--- src/include/pfw_defines.svh ---
// Constants for the program flash block writer
// ----------------------------------------------------------------------------
// Overview of operation
// - Flash is programmed only as a whole write block, never a single word or byte.
// - There is exactly one byte-wide holding register per byte of the write block.
// - Table writes only load holding registers, ignore protection and never touch flash.
// - Loading the holding registers leaves the completion flag unchanged.
// - A protected or invalid pointer clears write-start, programs nothing, raises the error.
// - The core is held suspended for the whole long write and resumes when it ends.
// - Seen from the core, the long write completes within one instruction cycle.
// - On completion write-start clears, the done flag sets and an enabled interrupt fires.
// - After programming all holding registers return to all ones; write-enable is kept.
// - The write time is set by an internal programming timer, not by software.
// - Holding registers read FFh after any reset and after each write operation; a start refused for its pointer leaves them loaded.
// - A holding register at FFh leaves its flash byte unmodified.
// ----------------------------------------------------------------------------
`ifndef PFW_DEFINES_SVH
`define PFW_DEFINES_SVH

// Block geometry
`define PFW_BLK_BYTES    64
`define PFW_IDX_W        6
`define PFW_IDX_LAST     6'h3F
`define PFW_HOLD_RST     8'hFF
`define PFW_FLASH_TOP    16'hF000

// Register byte offsets
`define PFW_OFS_CTRL     8'h00
`define PFW_OFS_UNLOCK   8'h04
`define PFW_OFS_PTR      8'h08
`define PFW_OFS_TBLWR    8'h0C
`define PFW_OFS_PROT     8'h10
`define PFW_OFS_IRQSTS   8'h14
`define PFW_OFS_IRQMSK   8'h18
`define PFW_OFS_STAT     8'h1C

// Control field positions
`define PFW_CTRL_WR      0
`define PFW_CTRL_WRITE_ENABLE_BIT    1
`define PFW_CTRL_PMSEL   2
`define PFW_CTRL_ERR     3

// Interrupt status field positions
`define PFW_IRQ_DONE     0
`define PFW_IRQ_ERR      1

// Unlock keys
`define PFW_KEY1         8'h55
`define PFW_KEY2         8'hAA

// Timing
`define PFW_CLK_MHZ      100
`define PFW_PROG_TIME_US 2000
`define PFW_PROG_CYCLES  (`PFW_PROG_TIME_US * `PFW_CLK_MHZ)

`endif

--- src/include/pfw_pkg.sv ---
// Types for the program flash block writer
`include "pfw_defines.svh"

package pfw_pkg;

  // Sequencer states
  typedef enum logic [2:0] {
    PFW_IDLE,
    PFW_CHECK,
    PFW_LOAD,
    PFW_WAIT,
    PFW_DONE
  } pfw_state_t;

  // Whole state of the writer
  typedef struct packed {
    pfw_state_t                               state;
    logic [`PFW_BLK_BYTES-1:0][7:0]           hold;
    logic [7:0]                               latch;
    logic [15:0]                              ptr;
    logic [15:0]                              prot;
    logic [15:0]                              base;
    logic [`PFW_IDX_W-1:0]                    idx;
    logic                                     wr;
    logic                                     write_enable_bit;
    logic                                     pmsel;
    logic                                     err;
    logic                                     key1;
    logic                                     armed;
    logic [1:0]                               sts;
    logic [1:0]                               msk;
    logic                                     irq;
    logic                                     stall;
    logic                                     tmr_go;
    logic                                     fl_we;
    logic [15:0]                              fl_addr;
    logic [7:0]                               fl_data;
    logic                                     fl_keep;
    logic                                     fl_prog;
    logic                                     pready;
    logic                                     pslverr;
    logic [31:0]                              prdata;
  } pfw_core_t;

  // Whole state of the programming timer
  typedef struct packed {
    logic        busy;
    logic [31:0] cnt;
    logic        done;
  } pfw_tmr_t;

endpackage

--- src/logic/pfw_writer.sv ---
// Program flash block writer: holding registers, unlock, sequencer, APB slave
//
// Local design decisions: the APB slave port and the placing of the registers.
`timescale 1ns/10ps
`default_nettype none
`include "pfw_defines.svh"

// Register map, byte offsets on the bus:
//   0x00 control  bit 0 start (cleared by hardware), bit 1 write enable,
//                 bit 2 program flash select, bit 3 error (write 1 clears)
//   0x04 unlock   0x55 then 0xAA arms one start; any other write disarms
//   0x08 pointer  table pointer, 16 bits
//   0x0C table    write loads the latch and one holding byte, pointer + 1
//   0x10 fence    pointers below it are write protected
//   0x14 status   bit 0 done, bit 1 error; sticky, write 1 to clear
//   0x18 mask     same layout as status
//   0x1C state    bit 0 core stalled, bit 1 unlock armed, bit 2 timer running
// Unmapped offsets read zero and answer with an error.

module pfw_writer #(
  parameter int unsigned PROG_CYCLES = `PFW_PROG_CYCLES
) (
  input  wire logic        CLK_SYS_I,   // System clock, 100 MHz
  input  wire logic        RST_I,       // Asynchronous reset, active high
  input  wire logic        PSEL_I,      // APB select
  input  wire logic        PENABLE_I,   // APB enable
  input  wire logic        PWRITE_I,    // APB direction, high for write
  input  wire logic [7:0]  PADDR_I,     // APB byte address
  input  wire logic [31:0] PWDATA_I,    // APB write data
  output logic      [31:0] PRDATA_O,    // APB read data
  output logic             PREADY_O,    // APB ready
  output logic             PSLVERR_O,   // APB error, unmapped address
  output logic             IRQ_O,       // Level interrupt
  output logic             CPU_STALL_O, // Suspends the core during a write
  output logic             FL_WE_O,     // Flash data load strobe
  output logic      [15:0] FL_ADDR_O,   // Flash byte address
  output logic      [7:0]  FL_DATA_O,   // Flash byte data
  output logic             FL_KEEP_O,   // Leave this flash byte untouched
  output logic             FL_PROG_O    // Flash programming pulse window
);

  // --------------------------------------------------------------------------
  // State and timer
  // --------------------------------------------------------------------------

  pfw_pkg::pfw_core_t c_q;
  pfw_pkg::pfw_core_t c_d;
  logic               tmr_busy;
  logic               tmr_done;

  // Write duration comes only from this counter; its busy flag is
  // shown in the state word so software can see the array at work
  pfw_prog_timer #(
    .CYCLES (PROG_CYCLES)
  ) u_timer (
    .CLK_SYS_I (CLK_SYS_I),
    .RST_I     (RST_I),
    .go_i      (c_q.tmr_go),
    .busy_o    (tmr_busy),
    .done_o    (tmr_done)
  );

  // --------------------------------------------------------------------------
  // Helpers
  // --------------------------------------------------------------------------

  // Known register offsets
  function automatic logic addr_hit(input logic [7:0] a);
    logic hit;
    hit = 1'b0;
    if (a == `PFW_OFS_CTRL) begin
      hit = 1'b1;
    end else if (a == `PFW_OFS_UNLOCK) begin
      hit = 1'b1;
    end else if (a == `PFW_OFS_PTR) begin
      hit = 1'b1;
    end else if (a == `PFW_OFS_TBLWR) begin
      hit = 1'b1;
    end else if (a == `PFW_OFS_PROT) begin
      hit = 1'b1;
    end else if (a == `PFW_OFS_IRQSTS) begin
      hit = 1'b1;
    end else if (a == `PFW_OFS_IRQMSK) begin
      hit = 1'b1;
    end else if (a == `PFW_OFS_STAT) begin
      hit = 1'b1;
    end
    return hit;
  endfunction

  // Sticky bits: hardware set beats a software clear in the same cycle
  function automatic logic [1:0] w1c(input logic [1:0] cur,
                                     input logic [1:0] clr,
                                     input logic [1:0] set);
    return (cur & ~clr) | set;
  endfunction

  // First byte address of the write block that holds a pointer
  function automatic logic [15:0] blk_base(input logic [15:0] p);
    return {p[15:`PFW_IDX_W], {`PFW_IDX_W{1'b0}}};
  endfunction

  // Protected below the fence, invalid at and above the top of the array
  function automatic logic ptr_bad(input logic [15:0] p,
                                   input logic [15:0] fence);
    logic bad;
    bad = 1'b0;
    if (p >= `PFW_FLASH_TOP) begin
      bad = 1'b1;
    end else if (p < fence) begin
      bad = 1'b1;
    end
    return bad;
  endfunction

  // --------------------------------------------------------------------------
  // Next state
  // --------------------------------------------------------------------------

  // Decode results of the current cycle
  logic       acc;
  logic       commit;
  logic       wr_go;
  logic [1:0] sts_set;
  logic [1:0] sts_clr;
  logic       err_set;
  logic       err_clr;
  logic       bad_ptr;

  // One always_comb holds the bus slave, unlock, sequencer and interrupts
  always_comb begin
    // Hold everything by default; strobes fall back to zero
    c_d        = c_q;
    c_d.tmr_go = 1'b0;
    c_d.fl_we  = 1'b0;
    acc        = PSEL_I && PENABLE_I;
    commit     = acc && c_q.pready;
    wr_go      = 1'b0;
    sts_set    = 2'b00;
    sts_clr    = 2'b00;
    err_set    = 1'b0;
    err_clr    = 1'b0;
    bad_ptr    = ptr_bad(c_q.ptr, c_q.prot);

    // ------------------------------------------------------------------------
    // Bus slave: answer and read data
    // ------------------------------------------------------------------------
    // APB: ready one cycle into the access phase, all outputs registered
    c_d.pready  = acc && !c_q.pready;
    c_d.pslverr = 1'b0;
    if (acc && !c_q.pready) begin
      c_d.pslverr = !addr_hit(PADDR_I);
      c_d.prdata  = 32'h0;
      if (!PWRITE_I) begin
        if (PADDR_I == `PFW_OFS_CTRL) begin
          c_d.prdata[`PFW_CTRL_WR]    = c_q.wr;
          c_d.prdata[`PFW_CTRL_WRITE_ENABLE_BIT]  = c_q.write_enable_bit;
          c_d.prdata[`PFW_CTRL_PMSEL] = c_q.pmsel;
          c_d.prdata[`PFW_CTRL_ERR]   = c_q.err;
        end else if (PADDR_I == `PFW_OFS_PTR) begin
          c_d.prdata[15:0] = c_q.ptr;
        end else if (PADDR_I == `PFW_OFS_TBLWR) begin
          c_d.prdata[7:0] = c_q.latch;
        end else if (PADDR_I == `PFW_OFS_PROT) begin
          c_d.prdata[15:0] = c_q.prot;
        end else if (PADDR_I == `PFW_OFS_IRQSTS) begin
          c_d.prdata[1:0] = c_q.sts;
        end else if (PADDR_I == `PFW_OFS_IRQMSK) begin
          c_d.prdata[1:0] = c_q.msk;
        end else if (PADDR_I == `PFW_OFS_STAT) begin
          c_d.prdata[0] = c_q.stall;
          c_d.prdata[1] = c_q.armed;
          c_d.prdata[2] = tmr_busy;
        end
      end
    end

    // ------------------------------------------------------------------------
    // Register writes
    // ------------------------------------------------------------------------
    // Register writes take effect on the edge that sees ready
    if (commit && PWRITE_I) begin
      if (PADDR_I == `PFW_OFS_UNLOCK) begin
        // Two keys in a row arm one start attempt
        if (PWDATA_I[7:0] == `PFW_KEY1) begin
          c_d.key1  = 1'b1;
          c_d.armed = 1'b0;
        end else if (PWDATA_I[7:0] == `PFW_KEY2 && c_q.key1) begin
          c_d.key1  = 1'b0;
          c_d.armed = 1'b1;
        end else begin
          c_d.key1  = 1'b0;
          c_d.armed = 1'b0;
        end
      end else begin
        // Any other write breaks the unlock sequence
        c_d.key1  = 1'b0;
        c_d.armed = 1'b0;
      end
      if (PADDR_I == `PFW_OFS_CTRL) begin
        c_d.write_enable_bit  = PWDATA_I[`PFW_CTRL_WRITE_ENABLE_BIT];
        c_d.pmsel = PWDATA_I[`PFW_CTRL_PMSEL];
        err_clr   = PWDATA_I[`PFW_CTRL_ERR];
        // Start needs unlock, write enable and program memory selected
        wr_go     = PWDATA_I[`PFW_CTRL_WR] && c_q.armed &&
                    PWDATA_I[`PFW_CTRL_WRITE_ENABLE_BIT] && PWDATA_I[`PFW_CTRL_PMSEL] &&
                    (c_q.state == pfw_pkg::PFW_IDLE);
      end else if (PADDR_I == `PFW_OFS_PTR) begin
        c_d.ptr = PWDATA_I[15:0];
      end else if (PADDR_I == `PFW_OFS_TBLWR) begin
        // Short write into the block buffer only; no protection check
        if (c_q.state == pfw_pkg::PFW_IDLE) begin
          c_d.latch              = PWDATA_I[7:0];
          c_d.hold[c_q.ptr[5:0]] = PWDATA_I[7:0];
          c_d.ptr                = c_q.ptr + 16'h1;
        end
      end else if (PADDR_I == `PFW_OFS_PROT) begin
        c_d.prot = PWDATA_I[15:0];
      end else if (PADDR_I == `PFW_OFS_IRQSTS) begin
        sts_clr = PWDATA_I[1:0];
      end else if (PADDR_I == `PFW_OFS_IRQMSK) begin
        c_d.msk = PWDATA_I[1:0];
      end
    end

    // Accepted start: suspend the core at once
    if (wr_go) begin
      c_d.wr    = 1'b1;
      c_d.stall = 1'b1;
      c_d.state = pfw_pkg::PFW_CHECK;
    end

    // ------------------------------------------------------------------------
    // Block programming sequencer
    // ------------------------------------------------------------------------
    // Timing after the edge E that accepts a start, with C the timer length:
    //   E+1           pointer check; a bad pointer ends the run here
    //   E+2..E+65     one holding byte per cycle towards the array
    //   E+65..E+66+C  programming window, opened with the last byte, while the timer runs
    //   E+68+C        done cycle: start bit and stall drop, done flag sets
    // The core stays stalled throughout, so table writes cannot race the
    // block load; the price is a core that sleeps for the whole write.
    // Stall therefore lasts C+68 cycles on a good run and one on a bad one.
    case (c_q.state)
      pfw_pkg::PFW_IDLE: begin
        // Nothing to do until a start is accepted
        c_d.fl_prog = 1'b0;
      end
      pfw_pkg::PFW_CHECK: begin
        if (bad_ptr) begin
          // Nothing reaches the flash; only the error is reported
          c_d.wr    = 1'b0;
          c_d.stall = 1'b0;
          err_set   = 1'b1;
          c_d.state = pfw_pkg::PFW_IDLE;
        end else begin
          // Whole block only: base is aligned to the block size
          c_d.base  = blk_base(c_q.ptr);
          c_d.idx   = '0;
          c_d.state = pfw_pkg::PFW_LOAD;
        end
      end
      pfw_pkg::PFW_LOAD: begin
        // Stream every holding byte to the array's page buffer
        // Bytes flagged keep are left as they are in the array
        c_d.fl_we   = 1'b1;
        c_d.fl_addr = c_q.base | {10'h0, c_q.idx};
        c_d.fl_data = c_q.hold[c_q.idx];
        c_d.fl_keep = (c_q.hold[c_q.idx] == `PFW_HOLD_RST);
        c_d.idx     = c_q.idx + 6'h1;
        if (c_q.idx == `PFW_IDX_LAST) begin
          c_d.tmr_go  = 1'b1;
          c_d.fl_prog = 1'b1;
          c_d.state   = pfw_pkg::PFW_WAIT;
        end
      end
      pfw_pkg::PFW_WAIT: begin
        // Array programs while the timer runs; core stays halted
        if (tmr_done) begin
          c_d.fl_prog = 1'b0;
          c_d.state   = pfw_pkg::PFW_DONE;
        end
      end
      pfw_pkg::PFW_DONE: begin
        // Release the core and reload the erased pattern in one step
        c_d.wr    = 1'b0;
        sts_set[`PFW_IRQ_DONE] = 1'b1;
        c_d.hold  = {`PFW_BLK_BYTES{`PFW_HOLD_RST}};
        c_d.stall = 1'b0;
        c_d.state = pfw_pkg::PFW_IDLE;
      end
      default: begin
        // Unused encodings fall back to idle
        c_d.state = pfw_pkg::PFW_IDLE;
      end
    endcase

    // ------------------------------------------------------------------------
    // Flags and interrupt
    // ------------------------------------------------------------------------
    // Error flag holds until software writes one to it
    sts_set[`PFW_IRQ_ERR] = err_set;
    c_d.err = (c_q.err && !err_clr) || err_set;
    c_d.sts = w1c(c_q.sts, sts_clr, sts_set);

    // Interrupt follows the unmasked sticky bits
    c_d.irq = |(c_d.sts & c_d.msk);
  end

  // --------------------------------------------------------------------------
  // State register
  // --------------------------------------------------------------------------

  // Holding bytes reset to erased value so unloaded bytes stay as they are
  always_ff @(posedge CLK_SYS_I or posedge RST_I) begin
    if (RST_I) begin
      c_q       <= '0;
      c_q.state <= pfw_pkg::PFW_IDLE;
      c_q.hold  <= {`PFW_BLK_BYTES{`PFW_HOLD_RST}};
    end else begin
      c_q <= c_d;
    end
  end

  // --------------------------------------------------------------------------
  // Outputs, all straight from flops
  // --------------------------------------------------------------------------

  assign PRDATA_O    = c_q.prdata;
  assign PREADY_O    = c_q.pready;
  assign PSLVERR_O   = c_q.pslverr;
  assign IRQ_O       = c_q.irq;
  assign CPU_STALL_O = c_q.stall;
  assign FL_WE_O     = c_q.fl_we;
  assign FL_ADDR_O   = c_q.fl_addr;
  assign FL_DATA_O   = c_q.fl_data;
  assign FL_KEEP_O   = c_q.fl_keep;
  assign FL_PROG_O   = c_q.fl_prog;

endmodule

`default_nettype wire

--- src/logic/pfw_prog_timer.sv ---
// Programming time counter for the flash block writer
`timescale 1ns/10ps
`default_nettype none

module pfw_prog_timer #(
  parameter int unsigned CYCLES = 200000
) (
  input  wire logic CLK_SYS_I, // System clock
  input  wire logic RST_I,     // Asynchronous reset, active high
  input  wire logic go_i,      // Start pulse
  output logic      busy_o,    // Timer running
  output logic      done_o     // One-cycle pulse at expiry
);

  pfw_pkg::pfw_tmr_t t_q;
  pfw_pkg::pfw_tmr_t t_d;

  // Count up through the write time; software has no say in its length
  always_comb begin
    t_d      = t_q;
    t_d.done = 1'b0;
    if (go_i && !t_q.busy) begin
      t_d.busy = 1'b1;
      t_d.cnt  = 32'h0;
    end else if (t_q.busy) begin
      if (t_q.cnt >= CYCLES - 1) begin
        t_d.busy = 1'b0;
        t_d.done = 1'b1;
      end else begin
        t_d.cnt = t_q.cnt + 32'h1;
      end
    end
  end

  // State register
  always_ff @(posedge CLK_SYS_I or posedge RST_I) begin
    if (RST_I) begin
      t_q <= '0;
    end else begin
      t_q <= t_d;
    end
  end

  assign busy_o = t_q.busy;
  assign done_o = t_q.done;

endmodule

`default_nettype wire

--- config.mk ---
export PLATFORM = sky130hd
export DESIGN_NAME = pfw_writer
export DESIGN_NICKNAME = d
export VERILOG_FILES = /design/src/include/pfw_pkg.sv /design/src/logic/pfw_writer.sv /design/src/logic/pfw_prog_timer.sv
export VERILOG_INCLUDE_DIRS = /design/src /design/src/include
export SDC_FILE = /design/constraint.sdc
export NUM_CORES = 2
export LEC_CHECK = 0
export ABC_CLOCK_PERIOD_IN_PS = 19000
export BUFFER_PORTS_ARGS = -buffer_cell sky130_fd_sc_hd__buf_2
export CAP_MARGIN = 20
export CORE_ASPECT_RATIO = 0.75
export CORE_MARGIN = 4
export CORE_UTILIZATION = 56
export DETAILED_ROUTE_END_ITERATION = 16
export PLACE_DENSITY_LB_ADDON = 0.3
export SLEW_MARGIN = 20
export SYNTH_ARGS = -nofsm -noshare
export SYNTH_HDL_FRONTEND = slang
export SYNTH_SLANG_ARGS = --single-unit
--- constraint.sdc ---
create_clock -name CLK_SYS_I -period 19 [get_ports CLK_SYS_I]
set_input_delay 2.85 -clock CLK_SYS_I [delete_from_list [all_inputs] [get_ports CLK_SYS_I]]
set_output_delay 2.85 -clock CLK_SYS_I [all_outputs]
set_load 0.1 [all_outputs]
# [Word level (Yosys, flattened, before mapping)]
# Index checks and enable logic that the tools add are counted.
[op_classes] addsub=3 order_cmp=6 n_eq_ne=21 mux=87 n_bitwise=9 n_reduce_logical=37
[op_table] operator="2-to-1 mux 552 bit" n=2
[op_table] operator="2-to-1 mux 536 bit" n=2
[op_table] operator="2-to-1 mux 520 bit" n=1
[op_table] operator="bitwise mux 512 bit" n=1
[op_table] operator="2-to-1 mux 512 bit" n=1
[op_table] operator="2-to-1 mux 16 bit" n=6
[op_table] operator="2-to-1 mux 33 bit" n=2
[op_table] operator="binary-select mux 8 bit (select 6 bit)" n=1
[op_table] operator="demux 8 bit (select 6 bit)" n=1
[op_table] operator="2-to-1 mux 2 bit" n=18
[op_table] operator="2-to-1 mux 34 bit" n=1
[op_table] operator="adder 32 x 1 -> 32 bit (second input constant)" n=1
[op_table] operator="equality test 8 x 5 -> 1 bit (second input constant)" n=4
[op_table] operator="greater-or-equal comparator 32 x 18 -> 1 bit (second input constant)" n=1
[op_table] operator="2-to-1 mux 32 bit" n=1
[op_table] operator="2-to-1 mux 8 bit" n=4
[op_table] operator="2-to-1 mux 1 bit" n=31
[op_table] operator="2-to-1 mux 27 bit" n=1
[op_table] operator="adder 16 x 1 -> 16 bit (second input constant)" n=1
[op_table] operator="equality test 8 x 4 -> 1 bit (second input constant)" n=2
[op_table] operator="equality test 8 bit (second input constant)" n=2
[op_table] operator="greater-or-equal comparator 16 bit (second input constant)" n=1
[op_table] operator="< comparator 16 bit" n=1
[op_table] operator="OR 16 x 6 -> 16 bit" n=1
[op_table] operator="36 further kinds" n=76
[totals] register_bits=663 inputBits=45 out_inout_bits=63 wordCells=255

# [Logic depth before layout (Yosys ltp)]
[logic_depth] word_depth=12 mapped_depth=11 depth_no_buf=10

# [Cells and area by module]
# From an unflattened synthesis, not the netlist that was laid out.
[unflattened] cells_unflattened=3474 hier_area_um2=34020.1
[modules_own_cells] mod="pfw_writer" n_inst=1 cells_each=3329 area_each_um2=32468.6
[modules_own_cells] mod="pfw_prog_timer" n_inst=1 cells_each=145 area_each_um2=1551.5

# [Worst setup path before layout]
# Ideal clock, no wire load.
[synth_timing] path_kind="in2reg" start="input PADDR_I[5]" end="register c_q[115] in the netlist's numbering" setup_time_ns=0.131 arrival_time_ns=4.695 required_ns=18.869 path_slack_ns=14.175 stages=9 path_buffers=2 cell_sequence="or4_4 or3_1 buf_2 or3_4 nand2_2 buf_4 nor3_1 a21oi_1 o21ai_0"
[synth_via] elab_chain_len=3 word_cells_on_any_way=8
[synth_rtl] item="from (decl)" line="pfw_writer.sv:28" text="input wire logic [7:0] PADDR_I,"
[synth_rtl] item="equality test 8 x 4 -> 1 bit (no source line) or logical NOT 8 bit (tied branches)"
[synth_rtl] item="nonzero test 2 bit (no source line) or inverter 1 bit (tied branches)"
[synth_rtl] item="AND reduction 4 bit (no source line)"
[synth_rtl] item="to (decl)" line="pfw_writer.sv:46" text="pfw_pkg::pfw_core_t c_q;"
# Several ways; a longest one is shown, not always the timed one.
# A chain may end at the register's enable or synchronous reset.

# [Worst setup path after layout]
[layout_timing] start="input PADDR_I[5]" end="register c_q[599] in the netlist's numbering"
[layout_via] elab_chain_len=3 word_cells_on_any_way=7
[layout_rtl] item="equality test 8 x 4 -> 1 bit (no source line) or logical NOT 8 bit (tied branches)"
[layout_rtl] item="inequality test 2 x 1 -> 1 bit (no source line) or nonzero test 2 bit (tied branches)"
[layout_rtl] item="AND reduction 5 bit (no source line) *"
# Mark *: on every way between the ends. The rest lies on a longest branch, timed or not.

==> reports/qor.yml <==
sta:
  worst_slew_pin_slew_ns: 1.12
  fin_crit_ns: 5.71
  max_freq_ghz: 0.175
  slew_headroom_pct: 25.3
  setup_viol: 0
  skew_ns: 0.0141
  drv_slew: 0
  finalHoldViolations: 0
  rsz0062_at_grt: "false"
  fin_tns_setup_ns: 0
  post-route-period-util_pct: 30.0
setup_path:
  cp_cell_sequence: "buf_2 -> or4_4 -> nor4_4 -> and3_4 -> buf_4 -> a21oi_2 -> nor2_1 -> a21oi_1"
  worstSetupStartpointType: "input port"
  slowest_delay_ns: 0.83
  path_delay_family: "simple AND/OR/NAND/NOR gates"
  worstSetupEndpointType: "register"
  cp.buffers_inverters: 2
  crit_arrival_ns: 6.21
  cpMaxStageDelayCell: "buf_4"
  critPathKind: "input port to register"
  path_max_fanout: 43
  rrSetupSlack_ns: 14.02
  required_ns: 19.50
routing:
  drtAntennaViolNets: 0
  wl_per_cell_um: 24.0
  wl_mm: 88.5
  vias: 23700
  drtPass1Iterations: 6
  drcViolationCount: 0
  drtIter0Drc: 2924
  vias_per_cell: 6.44
logic_synthesis:
  yosys-top-cells-area: "dfstp_2 43%, dfrtp_1 12%, mux4_2 9.2%, a21oi_1 8.7%, nor2_1 7.2%"
  synth_xor_area_share_pct: 0.416
  synth_cells: 2933
  synthMuxAreaShare_pct: 10.6
  synth_top_family_by_area: "compound AO/OA/AOI/OAI gates"
  yosys_warnings: 0
  synth-async-reset-ratio_pct: 100
  synth_edf_count: 0
  ys.flop_type: "dfstp_2"
  synth_fa_ha_area_share_pct: 0.752
  avgSynthCellArea_sq_um: 10.8
  synth_top_area_share_pct: 42.6
  yosys.area_share.simple_pct: 12.8
  seq_area_frac_synth_pct: 54.5
  yosys.area.top_type: "dfstp_2"
  synth.top_cells.by_count: "610 x nor2_1, 548 x a21oi_1, 512 x dfstp_2"
  ys_types: 78
  synth_compound_gate_area_share_pct: 15.7
  ys_ff_latch: 663
  netlist_area_sq_um: 31600
  yosysMostFrequentCell: "nor2_1"
power:
  peakVddDrop_mv: 0.0623
  p_leak_nw: 13.4
  powerDensity_nw_per_um2: 83.3
die:
  fp.dieH_um: 214
  start_util_pct: 56.5
  ios: 108
  rows: 75
  die_width_um: 282
  die_area_sq_um: 60300
  core_area_sq_um: 55900
run_status:
  outcome: "completed"
cts:
  cts.clk_slew.worst_paths_ns: 0.06
  clock-sinks: 663
  ctsRootBufferMaster: "clkbuf_16"
  cts_resized: 0
  cts_buffer_depth: 3
  clk_latency_ns: 0.61
  post-cts-setup-buffers: 0
  postCtsHoldBufs: 0
  htree_levels: 3
  cts_buffers: 66
  cts_tree: "built"
grt:
  grt_max_degree: 217
  grt_overflow: 0
  grt_pass1_vias: 23900
  track_usage_pct: 29.8
  grt_first_pass_wirelength_mm: 139
  antenna_found_initial: 0
cells_and_area:
  final_cells: 3686
  area_growth_pct: 7.87
  fill_cells: 4406
  fin_nets: 2965
  drive_above_1_share_pct: 33.7
placement:
  dp.cells: 3563
  hpwl_mm: 55.4
  gp_congestion: 0.917
  io_buffers: 75
flow_run:
  drv_cap: 0
hold_path:
  min_path_type: "register to register"
## power by group
part | internal, mW | switching, mW
clock | 0.764 | 0.568
combinational | 0.0128 | 0.0599
sequential | 1.43 | 0.00486
## cells by family after synthesis
kind of cell	Yosys count
and+or+nand+nor	953
muxes	168
AOI/OAI and AO/OA	821
xor gates and xnor gates	15
buffers and inverters	293
DFF	663
other	1
adders and majority gates	19
## per-stage QoR
stage	total power [mW]	setup WS, ns	utilization (%)	instance area [sq um]	hold slack, ns
detailed placement	1.53	12.77	57.0	31900	0.462
global placement	1.53	12.84	57.0	31900	0.457
floorplan	1.51	7.50	-	31700	0.435
finish	2.84	13.29	61.0	34100	0.474
global route	2.92	13.27	61.0	34100	0.491
CTS	2.85	13.39	60.9	34100	0.479
## worst register-to-register path, delay by kind of cell, from the launching register on
kind	cells	cell delay, ns
flops	1	0.70
simple gates	3	0.98
compound gates	4	0.96
mux	1	0.67
buf+inv	2	1.53
## state kept, by name, summed over array words and instances, names as in the netlist
signal and count:
c_q 582, u_timer.t_q 32, FL_ADDR_O 16, PRDATA_O 16, FL_DATA_O 8, CPU_STALL_O 1, FL_KEEP_O 1, FL_PROG_O 1
FL_WE_O 1, IRQ_O 1, PREADY_O 1, PSLVERR_O 1, u_timer.busy_o 1, u_timer.done_o 1
## placed cells by master (no fill, tap or decap), drive strengths merged, types with 13 or more instances in the layout
master,Yosys,routed
nand3,23,23
a21oi,614,614
mux4,129,129
o22ai,15,15
conb,1,16
dfstp,512,512
o21ai,62,62
inv,70,73
a22oi,46,46
ha,19,19
a22o,15,15
nor2,616,616
clkinv,0,16
nand2,191,191
nor2b,25,25
buf,167,108
and3,13,13
nor3,22,22
dfrtp,151,151
mux2,35,35
clkbuf,56,95
xor2,15,15
## final timing paths
check | start | end | cells after the start
max in group asynchronous | RST_I | c_q[276] | 5
max | PADDR_I[5] | c_q[599] | 8
max reg2reg | c_q[74] | FL_KEEP_O | 10
min | PRDATA_O[8] | PRDATA_O[8] | 2
min reg2reg | PRDATA_O[8] | PRDATA_O[8] | 2
min in group asynchronous | RST_I | c_q[89] | 2
## area by class of cell
class | count | area [sq um] | share of cell area (%)
sequential | 663 | 17200 | 50.6
tap | 731 | 915 | 2.68
inverter | 70 | 267 | 0.782
timing repair buffer | 108 | 679 | 1.99
clock buffer | 95 | 1880 | 5.52
clock inverter | 26 | 295 | 0.866
antenna | 1 | 2.50 | 0.00734
multi-input combinational | 1992 | 12800 | 37.6
## per-layer routing
metal	up-vias	wire, um	part of all wire, %	global-route usage [%]
met5	-	0	0	0
li1	10200	-	-	-
met2	1277	39400	45	43.9
met1	12100	36400	41	43.0
met3	197	10100	11	9.42
met4	0	2600	2.9	8.71
Note: power is estimated with default switching activity, not from simulation.
